==> config.mk <==
export PLATFORM = sky130hd
export DESIGN_NAME = dws_wiper_shift
export DESIGN_NICKNAME = d
export VERILOG_FILES = /design/src/dws_pkg.sv /design/src/dws_tap_decoder.sv /design/src/dws_wiper_shift.sv
export SDC_FILE = /design/constraint.sdc
export NUM_CORES = 1
export LEC_CHECK = 0
export BUFFER_PORTS_ARGS = -buffer_cell sky130_fd_sc_hd__buf_2
export CAP_MARGIN = 20
export CORE_MARGIN = 2
export CORE_UTILIZATION = 32
export DETAILED_ROUTE_END_ITERATION = 6
export MAX_ROUTING_LAYER = met4
export SKIP_CTS_REPAIR_TIMING = 1
export SLEW_MARGIN = 10
export SYNTH_ARGS = -nofsm -noshare
export SYNTH_HDL_FRONTEND = slang
export SYNTH_SLANG_ARGS = --single-unit
==> constraint.sdc <==
create_clock -name clk -period 3.1 [get_ports clk]
set_input_delay 0.775 -clock clk [delete_from_list [all_inputs] [get_ports clk]]
set_output_delay 0.775 -clock clk [all_outputs]
set_load 0.1 [all_outputs]
==> src/dws_pkg.sv <==
// Shared constants and command carrier for the dual wiper shift and address block.
package dws_pkg;

    ////////////////////////////////////////////////////////////////////////////////
    // Bus addressing.
    localparam logic [4:0] ADDR_PREFIX = 5'h0b;

    ////////////////////////////////////////////////////////////////////////////////
    // Quick-command codes handled here.
    localparam logic [3:0] OP_HALVE_ONE = 4'h3;
    localparam logic [3:0] OP_HALVE_ALL = 4'h4;
    localparam logic [3:0] OP_DOUBLE_ONE = 4'h8;
    localparam logic [3:0] OP_DOUBLE_ALL = 4'h9;

    ////////////////////////////////////////////////////////////////////////////////
    // Channel select codes in the low bits of a command byte.
    localparam logic [2:0] CHAN_FIRST = 3'h1;
    localparam logic [2:0] CHAN_THIRD = 3'h3;

    ////////////////////////////////////////////////////////////////////////////////
    // Default wiper geometry and reset values.
    localparam int WIPER_WIDTH_DEFAULT = 8;
    localparam int NUM_CHANNELS = 2;
    localparam logic RESET_PULSE = 1'b0;
    localparam logic RESET_WRITE_PROTECT = 1'b1;
    localparam logic [1:0] RESET_ADDR_SELECT = 2'h0;

    // One decoded quick command as delivered by the serial front end.
    typedef struct packed {
        logic [6:0] slave_addr;
        logic [3:0] opcode;
        logic [2:0] channel;
    } dws_cmd_type;

endpackage : dws_pkg

==> src/dws_tap_decoder.sv <==
// Registered one-hot tap selector for one wiper channel.
`timescale 1ns/10ps
module dws_tap_decoder #(
    parameter int WIDTH = 8
) (
    // Clock and reset
    input wire logic clk,
    input wire logic nrst,
    // Wiper setting in
    input wire logic [WIDTH-1:0] setting,
    // One switch per tap, bit 0 is the B-terminal end
    output logic [(2**WIDTH)-1:0] tap_reg
);

    localparam int TAPS = 2**WIDTH;

    logic [TAPS-1:0] tap_next;

    always_comb begin
        tap_next = '0;
        tap_next[setting] = 1'b1;
    end

    // Reset value matches the midscale wiper; after a wiper change the switch follows the setting one edge later.
    always_ff @(posedge clk) begin
        if (!nrst) begin
            tap_reg <= {{(TAPS/2-1){1'b0}}, 1'b1, {(TAPS/2){1'b0}}};
        end else begin
            tap_reg <= tap_next;
        end
    end

endmodule : dws_tap_decoder

==> src/dws_wiper_shift.sv <==
// Dual wiper registers with doubling and halving quick commands, address match and taps.
// How it works
// - Double shifts left, halve shifts right.
// - Shifts happen only through four quick commands.
// - Nine doublings from zero, eight halvings from full.
// - Floating write-protect pin reads low, protection on.
// - Respond only when address equals prefix plus straps.
// - Setting decodes to one of 2**width taps.
// - Setting zero is B end, each step up.
// - Exactly one tap switch closed at all times.
// - Codes 3/4 halve one/all; 8/9 double.
// - Channel codes 001 and 011 only valid; codes 4 and 9 ignore the channel.
`timescale 1ns/10ps
module dws_wiper_shift #(
    parameter int WIDTH = dws_pkg::WIPER_WIDTH_DEFAULT
) (
    // Clock and reset
    input wire logic clk,
    input wire logic nrst,
    // Address straps and write-protect pin
    input wire logic addr_select_hi,
    input wire logic addr_select_lo,
    input wire logic wp_pin_level,
    input wire logic wp_pin_driven,
    // Command from the serial front end
    input wire logic cmd_valid,
    input wire dws_pkg::dws_cmd_type cmd,
    // Answers
    output logic addr_ack_reg,
    output logic cmd_done_reg,
    output logic cmd_reject_reg,
    output logic write_protect_reg,
    // Wiper state and tap switches
    output logic [WIDTH-1:0] wiper_channel_first,
    output logic [WIDTH-1:0] wiper_channel_third,
    output logic [(2**WIDTH)-1:0] tap_first_reg,
    output logic [(2**WIDTH)-1:0] tap_third_reg
);

    localparam logic [WIDTH-1:0] FULL_SCALE = {WIDTH{1'b1}};
    localparam logic [WIDTH-1:0] ZERO_SCALE = {WIDTH{1'b0}};
    localparam logic [WIDTH-1:0] ONE_STEP = {{(WIDTH-1){1'b0}}, 1'b1};
    localparam logic [WIDTH-1:0] MID_SCALE = {1'b1, {(WIDTH-1){1'b0}}};

    ////////////////////////////////////////////////////////////////////////////////
    // Shift arithmetic.

    // Zero steps to one so a doubling chain can climb out of zero scale; a set top bit
    // clamps to full scale, which is what makes the chain end after WIDTH+1 steps.
    function automatic logic [WIDTH-1:0] double_value(input logic [WIDTH-1:0] v);
        if (v == ZERO_SCALE) begin
            double_value = ONE_STEP;
        end else if (v[WIDTH-1]) begin
            double_value = FULL_SCALE;
        end else begin
            double_value = {v[WIDTH-2:0], 1'b0};
        end
    endfunction : double_value

    function automatic logic [WIDTH-1:0] halve_value(input logic [WIDTH-1:0] v);
        halve_value = {1'b0, v[WIDTH-1:1]};
    endfunction : halve_value

    ////////////////////////////////////////////////////////////////////////////////
    // Straps and write protect.

    logic [1:0] addr_select_reg;

    always_ff @(posedge clk) begin
        if (!nrst) begin
            addr_select_reg <= dws_pkg::RESET_ADDR_SELECT;
        end else begin
            addr_select_reg <= {addr_select_hi, addr_select_lo};
        end
    end

    // An undriven pin is pulled low internally, so protection is the default.
    always_ff @(posedge clk) begin
        if (!nrst) begin
            write_protect_reg <= dws_pkg::RESET_WRITE_PROTECT;
        end else begin
            write_protect_reg <= !(wp_pin_driven && wp_pin_level);
        end
    end

    ////////////////////////////////////////////////////////////////////////////////
    // Command decode.

    logic addr_hit;
    logic op_halve;
    logic op_double;
    logic op_all;
    logic op_known;
    logic chan_ok;
    logic accept;
    logic [dws_pkg::NUM_CHANNELS-1:0] chan_hit;

    always_comb begin
        addr_hit = cmd.slave_addr == {dws_pkg::ADDR_PREFIX, addr_select_reg};
        op_halve = (cmd.opcode == dws_pkg::OP_HALVE_ONE) ||
                   (cmd.opcode == dws_pkg::OP_HALVE_ALL);
        op_double = (cmd.opcode == dws_pkg::OP_DOUBLE_ONE) ||
                    (cmd.opcode == dws_pkg::OP_DOUBLE_ALL);
        op_all = (cmd.opcode == dws_pkg::OP_HALVE_ALL) ||
                 (cmd.opcode == dws_pkg::OP_DOUBLE_ALL);
        op_known = op_halve || op_double;
        chan_hit[0] = op_all || (cmd.channel == dws_pkg::CHAN_FIRST);
        chan_hit[1] = op_all || (cmd.channel == dws_pkg::CHAN_THIRD);
        chan_ok = |chan_hit;
        accept = cmd_valid && addr_hit && op_known && chan_ok;
    end

    // Address acknowledge is independent of whether the opcode is one handled here.
    always_ff @(posedge clk) begin
        if (!nrst) begin
            addr_ack_reg <= dws_pkg::RESET_PULSE;
            cmd_done_reg <= dws_pkg::RESET_PULSE;
            cmd_reject_reg <= dws_pkg::RESET_PULSE;
        end else begin
            addr_ack_reg <= cmd_valid && addr_hit;
            cmd_done_reg <= accept;
            cmd_reject_reg <= cmd_valid && addr_hit && !(op_known && chan_ok);
        end
    end

    ////////////////////////////////////////////////////////////////////////////////
    // Wiper registers.

    logic [WIDTH-1:0] wiper_setting_register [dws_pkg::NUM_CHANNELS];

    // An all-channel command updates both wipers on the same edge, which is the
    // synchronous update; single-channel commands move one wiper at a time.
    always_ff @(posedge clk) begin
        if (!nrst) begin
            for (int i = 0; i < dws_pkg::NUM_CHANNELS; i++) begin
                wiper_setting_register[i] <= MID_SCALE;
            end
        end else begin
            for (int i = 0; i < dws_pkg::NUM_CHANNELS; i++) begin
                if (accept && chan_hit[i]) begin
                    if (op_double) begin
                        wiper_setting_register[i] <= double_value(wiper_setting_register[i]);
                    end else begin
                        wiper_setting_register[i] <= halve_value(wiper_setting_register[i]);
                    end
                end
            end
        end
    end

    assign wiper_channel_first = wiper_setting_register[0];
    assign wiper_channel_third = wiper_setting_register[1];

    ////////////////////////////////////////////////////////////////////////////////
    // Tap decoders.

    dws_tap_decoder #(
        .WIDTH(WIDTH)
    ) u_tap_first (
        .clk(clk),
        .nrst(nrst),
        .setting(wiper_setting_register[0]),
        .tap_reg(tap_first_reg)
    );

    dws_tap_decoder #(
        .WIDTH(WIDTH)
    ) u_tap_third (
        .clk(clk),
        .nrst(nrst),
        .setting(wiper_setting_register[1]),
        .tap_reg(tap_third_reg)
    );

    ////////////////////////////////////////////////////////////////////////////////
    // Checks.

    logic acc_dbl_first;
    logic acc_hlv_first;

    assign acc_dbl_first = accept && op_double && chan_hit[0];
    assign acc_hlv_first = accept && op_halve && chan_hit[0];

    double_shift_a: assert property (@(posedge clk) disable iff (!nrst)
        acc_dbl_first && (wiper_channel_first != ZERO_SCALE) && !wiper_channel_first[WIDTH-1]
        |=> wiper_channel_first == {$past(wiper_channel_first[WIDTH-2:0]), 1'b0})
        else $error("doubling did not shift the first wiper left");

    halve_shift_a: assert property (@(posedge clk) disable iff (!nrst)
        acc_hlv_first |=> wiper_channel_first == ($past(wiper_channel_first) >> 1))
        else $error("halving did not shift the first wiper right");

    quick_only_a: assert property (@(posedge clk) disable iff (!nrst)
        $past(nrst) && !$past(accept) |-> $stable(wiper_channel_first) &&
        $stable(wiper_channel_third))
        else $error("wiper moved without an accepted quick command");

    zero_climb_a: assert property (@(posedge clk) disable iff (!nrst)
        accept && op_double && chan_hit[1] && (wiper_channel_third == ZERO_SCALE)
        |=> wiper_channel_third == ONE_STEP)
        else $error("doubling from zero did not reach one");

    full_clamp_a: assert property (@(posedge clk) disable iff (!nrst)
        acc_dbl_first && wiper_channel_first[WIDTH-1] |=> wiper_channel_first == FULL_SCALE)
        else $error("doubling past the top did not saturate");

    zero_hold_a: assert property (@(posedge clk) disable iff (!nrst)
        acc_hlv_first && (wiper_channel_first == ZERO_SCALE)
        |=> wiper_channel_first == ZERO_SCALE)
        else $error("halving at zero changed the setting");

    wp_default_a: assert property (@(posedge clk) disable iff (!nrst)
        !wp_pin_driven |=> write_protect_reg)
        else $error("floating write-protect pin did not enable protection");

    addr_match_a: assert property (@(posedge clk) disable iff (!nrst)
        $past(nrst) && $past(nrst, 2) |-> addr_ack_reg == ($past(cmd_valid) &&
        ($past(cmd.slave_addr) == {dws_pkg::ADDR_PREFIX, $past(addr_select_hi, 2),
        $past(addr_select_lo, 2)})))
        else $error("address acknowledge disagrees with strap match");

    tap_onehot_a: assert property (@(posedge clk) disable iff (!nrst)
        $onehot(tap_first_reg) && $onehot(tap_third_reg))
        else $error("tap select is not one-hot");

    tap_position_a: assert property (@(posedge clk) disable iff (!nrst)
        $past(nrst) |-> tap_third_reg[$past(wiper_channel_third)])
        else $error("closed tap does not follow the setting");

    bad_channel_a: assert property (@(posedge clk) disable iff (!nrst)
        cmd_valid && addr_hit && !op_all && (cmd.channel != dws_pkg::CHAN_FIRST) &&
        (cmd.channel != dws_pkg::CHAN_THIRD) |=> cmd_reject_reg && !cmd_done_reg)
        else $error("invalid channel code was not rejected");

    all_halve_a: assert property (@(posedge clk) disable iff (!nrst)
        accept && (cmd.opcode == dws_pkg::OP_HALVE_ALL)
        |=> (wiper_channel_first == ($past(wiper_channel_first) >> 1)) &&
            (wiper_channel_third == ($past(wiper_channel_third) >> 1)))
        else $error("halve-all did not halve both wipers");

endmodule : dws_wiper_shift

== Word level (Yosys, flattened, before mapping) ==
Memories as Yosys holds them, arrays and structs flattened.
Index checks and enable logic that the tools add are counted.
Widths: inputs -> output; s select.
Word-level totals
  flip-flop bits (word level): 518
  RAM bits: 16
  bits of input ports: 21
  output and inout bits: 532
  word-level logic and storage cells: 77
  memories kept: 1
Memories
  wiper_setting_register: words 2, bits a word 8, rd ports 2, clocked after Yosys merged registers in 0, wr ports 2, line dws_wiper_shift.sv:129  | logic [WIDTH-1:0] wiper_setting_register [dws_pkg::NUM_CHANNELS];
Operators by class
  $lt $le $gt $ge: 4
  eq/ne operators: 7
  multiplexer cells: 33
  bitwise logic cells: 4
  reduce and logical (&&, ||, !) cells: 21
Operators by type and width (number)
  $mux 8: 14
  $lt 8x9->1 const B: 2
  $mux 1: 17
  $demux 1 s8: 2
  $ge 8x1->1 const B: 2
  $logic_not 8->1: 2
  $logic_and 1x1->1: 10
  $eq 4x4->1 const B: 2
  $eq 7x6->1: 1
  $logic_or 1x1->1: 6
  $eq 4x2->1 const B: 1
  $eq 4x3->1 const B: 1
  $or 1x1->1: 4
  $eq 3x1->1 const B: 1
  $eq 3x2->1 const B: 1
  $logic_not 1->1: 2
  $reduce_or 2->1: 1

== Logic depth before layout (Yosys ltp) ==
Gate-level depths: netlist of the first run.
  depth after elaboration: 11
  depth in mapped cells: 6
  gate-level depth less buffers: 5

== Cells and area by module ==
A second synthesis of the first run with hierarchy kept.
Second synthesis, totals
  cell total of the unflattened synthesis: 1366
  area, all modules: 15448.6 um^2
By module, submodules not included
  dws_tap_decoder: times used 2, cells an instance 621, area an instance 7119.3 um^2, sequential area each 5124.9 um^2
  dws_wiper_shift: times used 1, cells an instance 124, area an instance 1209.9 um^2, sequential area each 590.6 um^2

== Worst setup path before layout of the first run ==
No wires, ideal clock.
  path kind: input to register
  start point: input cmd[13] in the netlist's numbering
  end point: memory wiper_setting_register[0][0] (enable)
  setup time: 0.384 ns
  data arrival time: 2.182 ns
  data required time: 2.716 ns
  path slack: 0.534 ns
  stages on the path: 4
  path buffers: 0
  path through: nand4bb_1 -> nor4_2 -> nand2_2 -> o21ai_0
RTL lines
  start, declared: line dws_wiper_shift.sv:27  | input wire dws_pkg::dws_cmd_type cmd,
  end, declared: line dws_wiper_shift.sv:129

==> key figures, run 1 <==
Run status
  • Status: finished, final reports clean

Yosys
  • Simple-gate share of the synthesized area: 0.1857
  • Yosys reg bits: 534
  • Yosys cell types: 36
  • Netlist area before placement: 13980 um^2
  • Syn. warnings: 0
  • Compound-Gate Fraction of Synth Area: 0.01629
  • Dominant synthesized flop cell: dfxtp_1
  • Area share of fa/ha/maj cells after synthesis: 0
  • Largest family of logic cells by synthesized area: simple AND/OR/NAND/NOR gates
  • Post-synth top area cell: dfxtp_1
  • Post-Synth XOR/XNOR Area: 0.001253
  • Post-synthesis mux area share: 0
  • Mapped Cells: around 1300
  • Sequential fraction of the synthesis area: 0.7754
  • Syn avg cell area: 10.77 um^2
  • Fraction of registers with async set/reset: 0
  • Syn Nets: between 1000 and 1500
  • Top cells by area, synth: dfxtp_1, nor2_1, edfxtp_1, clkbuf_1, nand2_1
  • EDFF count, synth: 15
  • Synth top area share: 0.7432

STA
  • Setup-failing EPs final: 0
  • Final Skew: 13.60 ps
  • Setup TNS: 0 ps
  • Max Fclk: 0.3932 GHz
  • Setup ws final: approximately 560 ps
  • RSZ-0062 raised after global routing: false
  • Fin crit share: 0.8204
  • Minimum clock period: 2543 ps
  • Slew headroom: 0.2823
  • Endpoints failing hold: 0
  • Max-slew violations: 0
  • Tightest Pin Transition: 1074 ps
  • Min Hold Slack: 387.9 ps

Clock tree
  • Clk Latency, worst-skew pair: 570 ps
  • Root Driver: clkbuf_16
  • CTS Buf Count: 51
  • Reg clk slew, reported paths: 60 ps
  • TritonCTS clock tree: built
  • Clk sinks: 534
  • Max Root-Sink Buffers: 3
  • H-tree levels: 2

GRT
  • Largest net degree at the start of global routing: 27
  • Vias in the first global route: 10294
  • Grt total ovfl: 0
  • Overall routing resource usage: 0.2029
  • Initial antenna violation count: 0
  • First-pass GRT wire length: 65.57 mm

Routing
  • DR pass1 iterations: 4
  • Met3 WL post-DR: 5.169 mm
  • Post-Route M1 WL: approximately 18 mm
  • Routed Antenna Nets: 0
  • Routed WL: 47.14 mm
  • Vias/cell: 4.331
  • DR top layer: met4
  • WL per Instance: between 15 and 20 um
  • Post-route DRC: 0
  • Via Count: 10720
  • Routed wl met2: 22.91 mm
  • DRC violation total after the first TritonRoute iteration: 653

Pwr
  • Pint: 10.75 mW
  • Sw Ratio: 0.2091
  • Pwr dens: ~710 nW/um^2
  • Peak VDD IR: 524.2 uV
  • Logic pwr share: 0.021
  • Leak Pwr: 8.907 nW
  • Share of power burned in registers: 0.510
  • Total power: 13.60 mW
  • Clk network pwr share: 0.469
  • Psw: 2.843 mW

Placement
  • Placed cells: roughly 2400
  • RePlAce Congestion: 0.8258
  • IO Port Bufs: 552
  • Hpwl dp: 33.73 mm
  • Setup WS pre-CTS: ~500 ps

Layout
  • Fill cell total of the finished layout: 4092
  • Ant diodes: 0
  • Post-layout net count: between 1500 and 2000
  • Commonest non-fill, non-tap cell in the layout: buf_2
  • Share of cells above drive strength 1: 0.3534
  • Area Overhead vs Synth: 36.82%
  • Final Non-Filler Cells: 2475
  • Commonest cells after routing, fill and taps aside: buf_2, nor2_1, dfxtp_1, clkbuf_16, nand2_1

Setup path
  • Arrival time at the worst endpoint: about 1800 ps
  • CP peak stage delay: about 660 ps
  • Slowest cell on crit path: dfxtp_1
  • Crit-path cells: buf_2
  • Worst setup path category: reg -> out
  • CP top delay family: flip-flops
  • WP data required: about 2300 ps
  • Buf/Inv on CP: 1
  • Crit start category: flip-flop
  • Crit path capture type: output pin
  • Crit-path max FO: 15

Floorplanning
  • Placement Rows: 76
  • DIE AREA: 45380 um^2
  • Die Span Y: about 210 um
  • Initial core utilization: 0.3246
  • Core area: 43080 um^2
  • Die Width: 213.0 um
  • # IOs: 553

Hold path
  • Worst min path class: in -> reg

Job
  • Max-cap viol count: 0
synth_stat cells (3+ instances only):
library cell / n
nor2b_1: 12
o221a_1: 4
and2_1: 3
nor2_1: 546
a21oi_1: 4
a211oi_1: 6
dfxtp_1: 519
edfxtp_1: 15
o21ai_0: 8
clkbuf_1: 75
nand2_1: 50
nand3_1: 23
cell families after synthesis:
kind of cell           Yosys count
XOR/XNOR                         2
AND/OR/NAND/NOR                652
AO/OA/AOI/OAI                   31
buffers and inverters           79
flip-flops                     534
metrics by stage:
step	utilization	cell area (um^2)
CTS	0.4441	19130
detailed placement	0.4033	17370
global placement	0.4029	17360
global route	0.4441	19130
floorplan	-	13980
finish	0.4441	19130
final cells by class:
class                   count  area (um^2)  share of cell area
inverters                   2        7.507           0.0003925
multi-input cells         685         2841              0.1485
clock buffers              75         1549             0.08098
repair buffers            576         2950              0.1542
well taps                 585        732.0             0.03827
flip-flops and latches    534        10840              0.5667
clock inverters            18        207.7             0.01086
power groups by stage:
stage	Clock [mW]	Combinational (mW)	Sequential (mW)
global placement	0	0.288	7.08
finish	6.38	0.290	6.93
floorplan	0	0.0917	7.19
detailed placement	0	0.292	7.08
CTS	6.47	0.292	6.93
global route	6.72	0.305	6.93
worst register-to-register path, stage by stage (launching register included):
cell and delay, ps:
edfxtp_1 560, nor2b_1 310, nand3_1 800, nor2_1 340
metal layers:
layer,up-vias,global-route usage
li1,5092,-
met1,5057,0.2280
met2,513,0.3421
met3,58,0.07678
met4,0,0.04630
met5,-,-
path summary, 6_finish.rpt:
path | startpoint | end | slack (ps) | cells after the start
max | wiper_setting_register[1][7] | wiper_channel_third[7] | 560 | 1
min | wp_pin_driven | write_protect_reg | 390 | 2
min reg2reg | wiper_setting_register[0][3] | u_tap_first.tap_reg[128] | 750 | 3
max reg2reg | wiper_setting_register[0][4] | u_tap_first.tap_reg[216] | 1010 | 3
No activity file was read; power rests on OpenSTA's default activity.
==> inputs of run 2 (changes only) <==
==> constraint.sdc (replaced) <==
create_clock -name clk -period 2.1 [get_ports clk]
set_input_delay 0.525 -clock clk [delete_from_list [all_inputs] [get_ports clk]]
set_output_delay 0.525 -clock clk [all_outputs]
set_load 0.1 [all_outputs]
==> run 2 against run 1 <==
  * Cell count grew 2.4%
  * Die area is the same
  * First-iteration DRC count shrank 6.9%
  * Count of clock-buffer cells in the layout shrank 1
  * Hold slack lost 250 ps
==> key figures, run 2 (same netlist as run 1, synthesis figures left out) <==
Pwr
  • Sw Ratio: 0.2143 (+0.005197)
  • Psw: 4.208 mW (+48%)
  • Pwr dens: 1007 nW/um^2 (+42%)
  • Total power: 19.63 mW (+44%)
  • Pint: 15.43 mW (+43%)
  • Leak Pwr: 9.116 nW (+2.3%)
  • Peak VDD IR: 716.1 uV (+37%)
  • Share of power burned in registers: 0.521 (+0.011)
  • Logic pwr share: 0.024 (+0.003)
  • Clk network pwr share: 0.455 (-0.014)

GRT
  • First-pass GRT wire length: 67.61 mm (+3.1%)
  • Grt total ovfl: 0 (unchanged)
  • Largest net degree at the start of global routing: 27 (unchanged)
  • Vias in the first global route: 10923 (+6.1%)
  • Overall routing resource usage: 0.2079 (+0.005009)
  • Initial antenna violation count: 0 (unchanged)

Setup path
  • Worst setup path category: reg -> out
  • CP peak stage delay: 560 ps (-100 ps)
  • Slowest cell on crit path: edfxtp_1
  • Buf/Inv on CP: 1 (unchanged)
  • Crit path capture type: output pin
  • Crit-path cells: buf_4
  • WP data required: 1570 ps (-750 ps)
  • Arrival time at the worst endpoint: 1510 ps (-260 ps)
  • Crit-path max FO: 10 (-5)
  • CP top delay family: flip-flops
  • Crit start category: flip-flop

Run status
  • Status: finished, final reports clean

Floorplanning
  • Die Span Y: 213.0 um (unchanged)
  • DIE AREA: 45380 um^2 (unchanged)
  • Placement Rows: 76 (unchanged)
  • Initial core utilization: 0.3246 (unchanged)
  • Core area: 43080 um^2 (unchanged)
  • Die Width: 213.0 um (unchanged)
  • # IOs: 553 (unchanged)

Routing
  • Via Count: 10975 (+2.4%)
  • Post-route DRC: 0 (unchanged)
  • Vias/cell: 4.331 (about the same)
  • WL per Instance: 18.98 um (-0.36%)
  • DRC violation total after the first TritonRoute iteration: 608 (-6.9%)
  • Routed WL: 48.09 mm (+2.0%)
  • Routed Antenna Nets: 0 (unchanged)
  • DR pass1 iterations: 5 (+1)

Clock tree
  • Clk sinks: 534 (unchanged)
  • Clk Latency, worst-skew pair: 580 ps (about the same)
  • CTS Buf Count: 50 (-2.0%)
  • Max Root-Sink Buffers: 3 (unchanged)
  • Reg clk slew, reported paths: 60 ps (about the same)
  • H-tree levels: 2 (unchanged)
  • TritonCTS clock tree: built
  • Root Driver: clkbuf_16

STA
  • RSZ-0062 raised after global routing: false
  • Minimum clock period: 2033 ps
  • Tightest Pin Transition: 788.1 ps (-285.4 ps)
  • Slew headroom: 0.4733 (+0.1910)
  • Fin crit share: 0.9680
  • Max-slew violations: 0 (unchanged)
  • Setup-failing EPs final: 0 (unchanged)
  • Setup ws final: 67.13 ps (-489.6 ps)
  • Max Fclk: 0.4919 GHz
  • Endpoints failing hold: 0 (unchanged)
  • Min Hold Slack: 139.1 ps (-248.8 ps)
  • Final Skew: 12.91 ps (-0.6891 ps)

Placement
  • Setup WS pre-CTS: -147.7 ps (-661.5 ps)
  • Hpwl dp: 33.93 mm (+0.60%)
  • Dpl cell area: 17780 um^2 (+2.3%)
  • Placed cells: 2437 (+2.3%)
  • RePlAce Congestion: 0.7949 (-3.7%)
  • IO Port Bufs: 552 (unchanged)

Layout
  • Area Overhead vs Synth: 39.50%
  • Share of cells above drive strength 1: 0.3704 (+0.01701)
  • Commonest non-fill, non-tap cell in the layout: nor2_1
  • Finished Cell Area: 19500 um^2 (+2.0%)
  • Ant diodes: 0 (unchanged)
  • Final Non-Filler Cells: 2534 (+2.4%)
  • Commonest cells after routing, fill and taps aside: nor2_1, buf_2, dfxtp_1, buf_4, clkbuf_16
  • Fill cell total of the finished layout: 4085 (-0.17%)
  • Post-layout net count: 1931 (+3.2%)

Hold path
  • Worst min path class: in -> reg

Job
  • Max-cap viol count: 0 (unchanged)
[run 2: cell types whose count changed in the layout (fill, tap and decap cells not counted), moves of 2 or more]
cell and delta:
buf_2 -16, clkbuf_4 +4, bufinv_16 -2, clkinv_4 -2
buf_4 +73, inv_6 +2, clkbuf_8 -5, clkbuf_1 +5
[run 2: worst paths after layout]
check / start / to / slack, ps / cells past startpoint
worst max register to register: wiper_setting_register[0][7] / u_tap_first.tap_reg[31] / 240 / 3
worst max-delay path: wiper_setting_register[1][1] / wiper_channel_third[1] / 70 / 1
worst min-delay path: wp_pin_level / write_protect_reg / 140 / 2
worst min register to register: wiper_setting_register[1][7] / u_tap_third.tap_reg[176] / 620 / 2
[run 2: layer usage]
metal,part of all wire,GRT usage,vias up
li1,-,-,5209
met1,0.40,0.2381,5222
met2,0.48,0.3517,478
met3,0.10,0.06501,66
met4,0.021,0.05594,0
met5,0,-,-
[run 2: final cells by class]
type | instances | area [um^2] | area share
well taps | 585 | 732.0 | 0.03753
inverters | 2 | 7.507 | 0.0003849
repair buffers | 637 | 3445 | 0.1766
clock buffers | 74 | 1474 | 0.07557
multi-input cells | 685 | 2841 | 0.1457
clock inverters | 17 | 163.9 | 0.008404
flip-flops and latches | 534 | 10840 | 0.5558
[run 2: per-stage QoR]
step | TNS, ps | util
5_1_grt | 0 | 0.4528
2_1_floorplan | 0 | -
3_3_place_gp | -680.9 | 0.4127
6_report | 0 | 0.4528
4_1_cts | -1161 | 0.4507
3_5_place_dp | -1743 | 0.4127
[run 2: power groups by stage]
stage	combinational (mW)	sequential [mW]	clock (mW)
floorplan	0.136	10.6	0
global placement	0.451	10.5	0
detailed placement	0.455	10.5	0
CTS	0.456	10.2	9.08
global route	0.491	10.2	9.49
finish	0.468	10.2	8.94
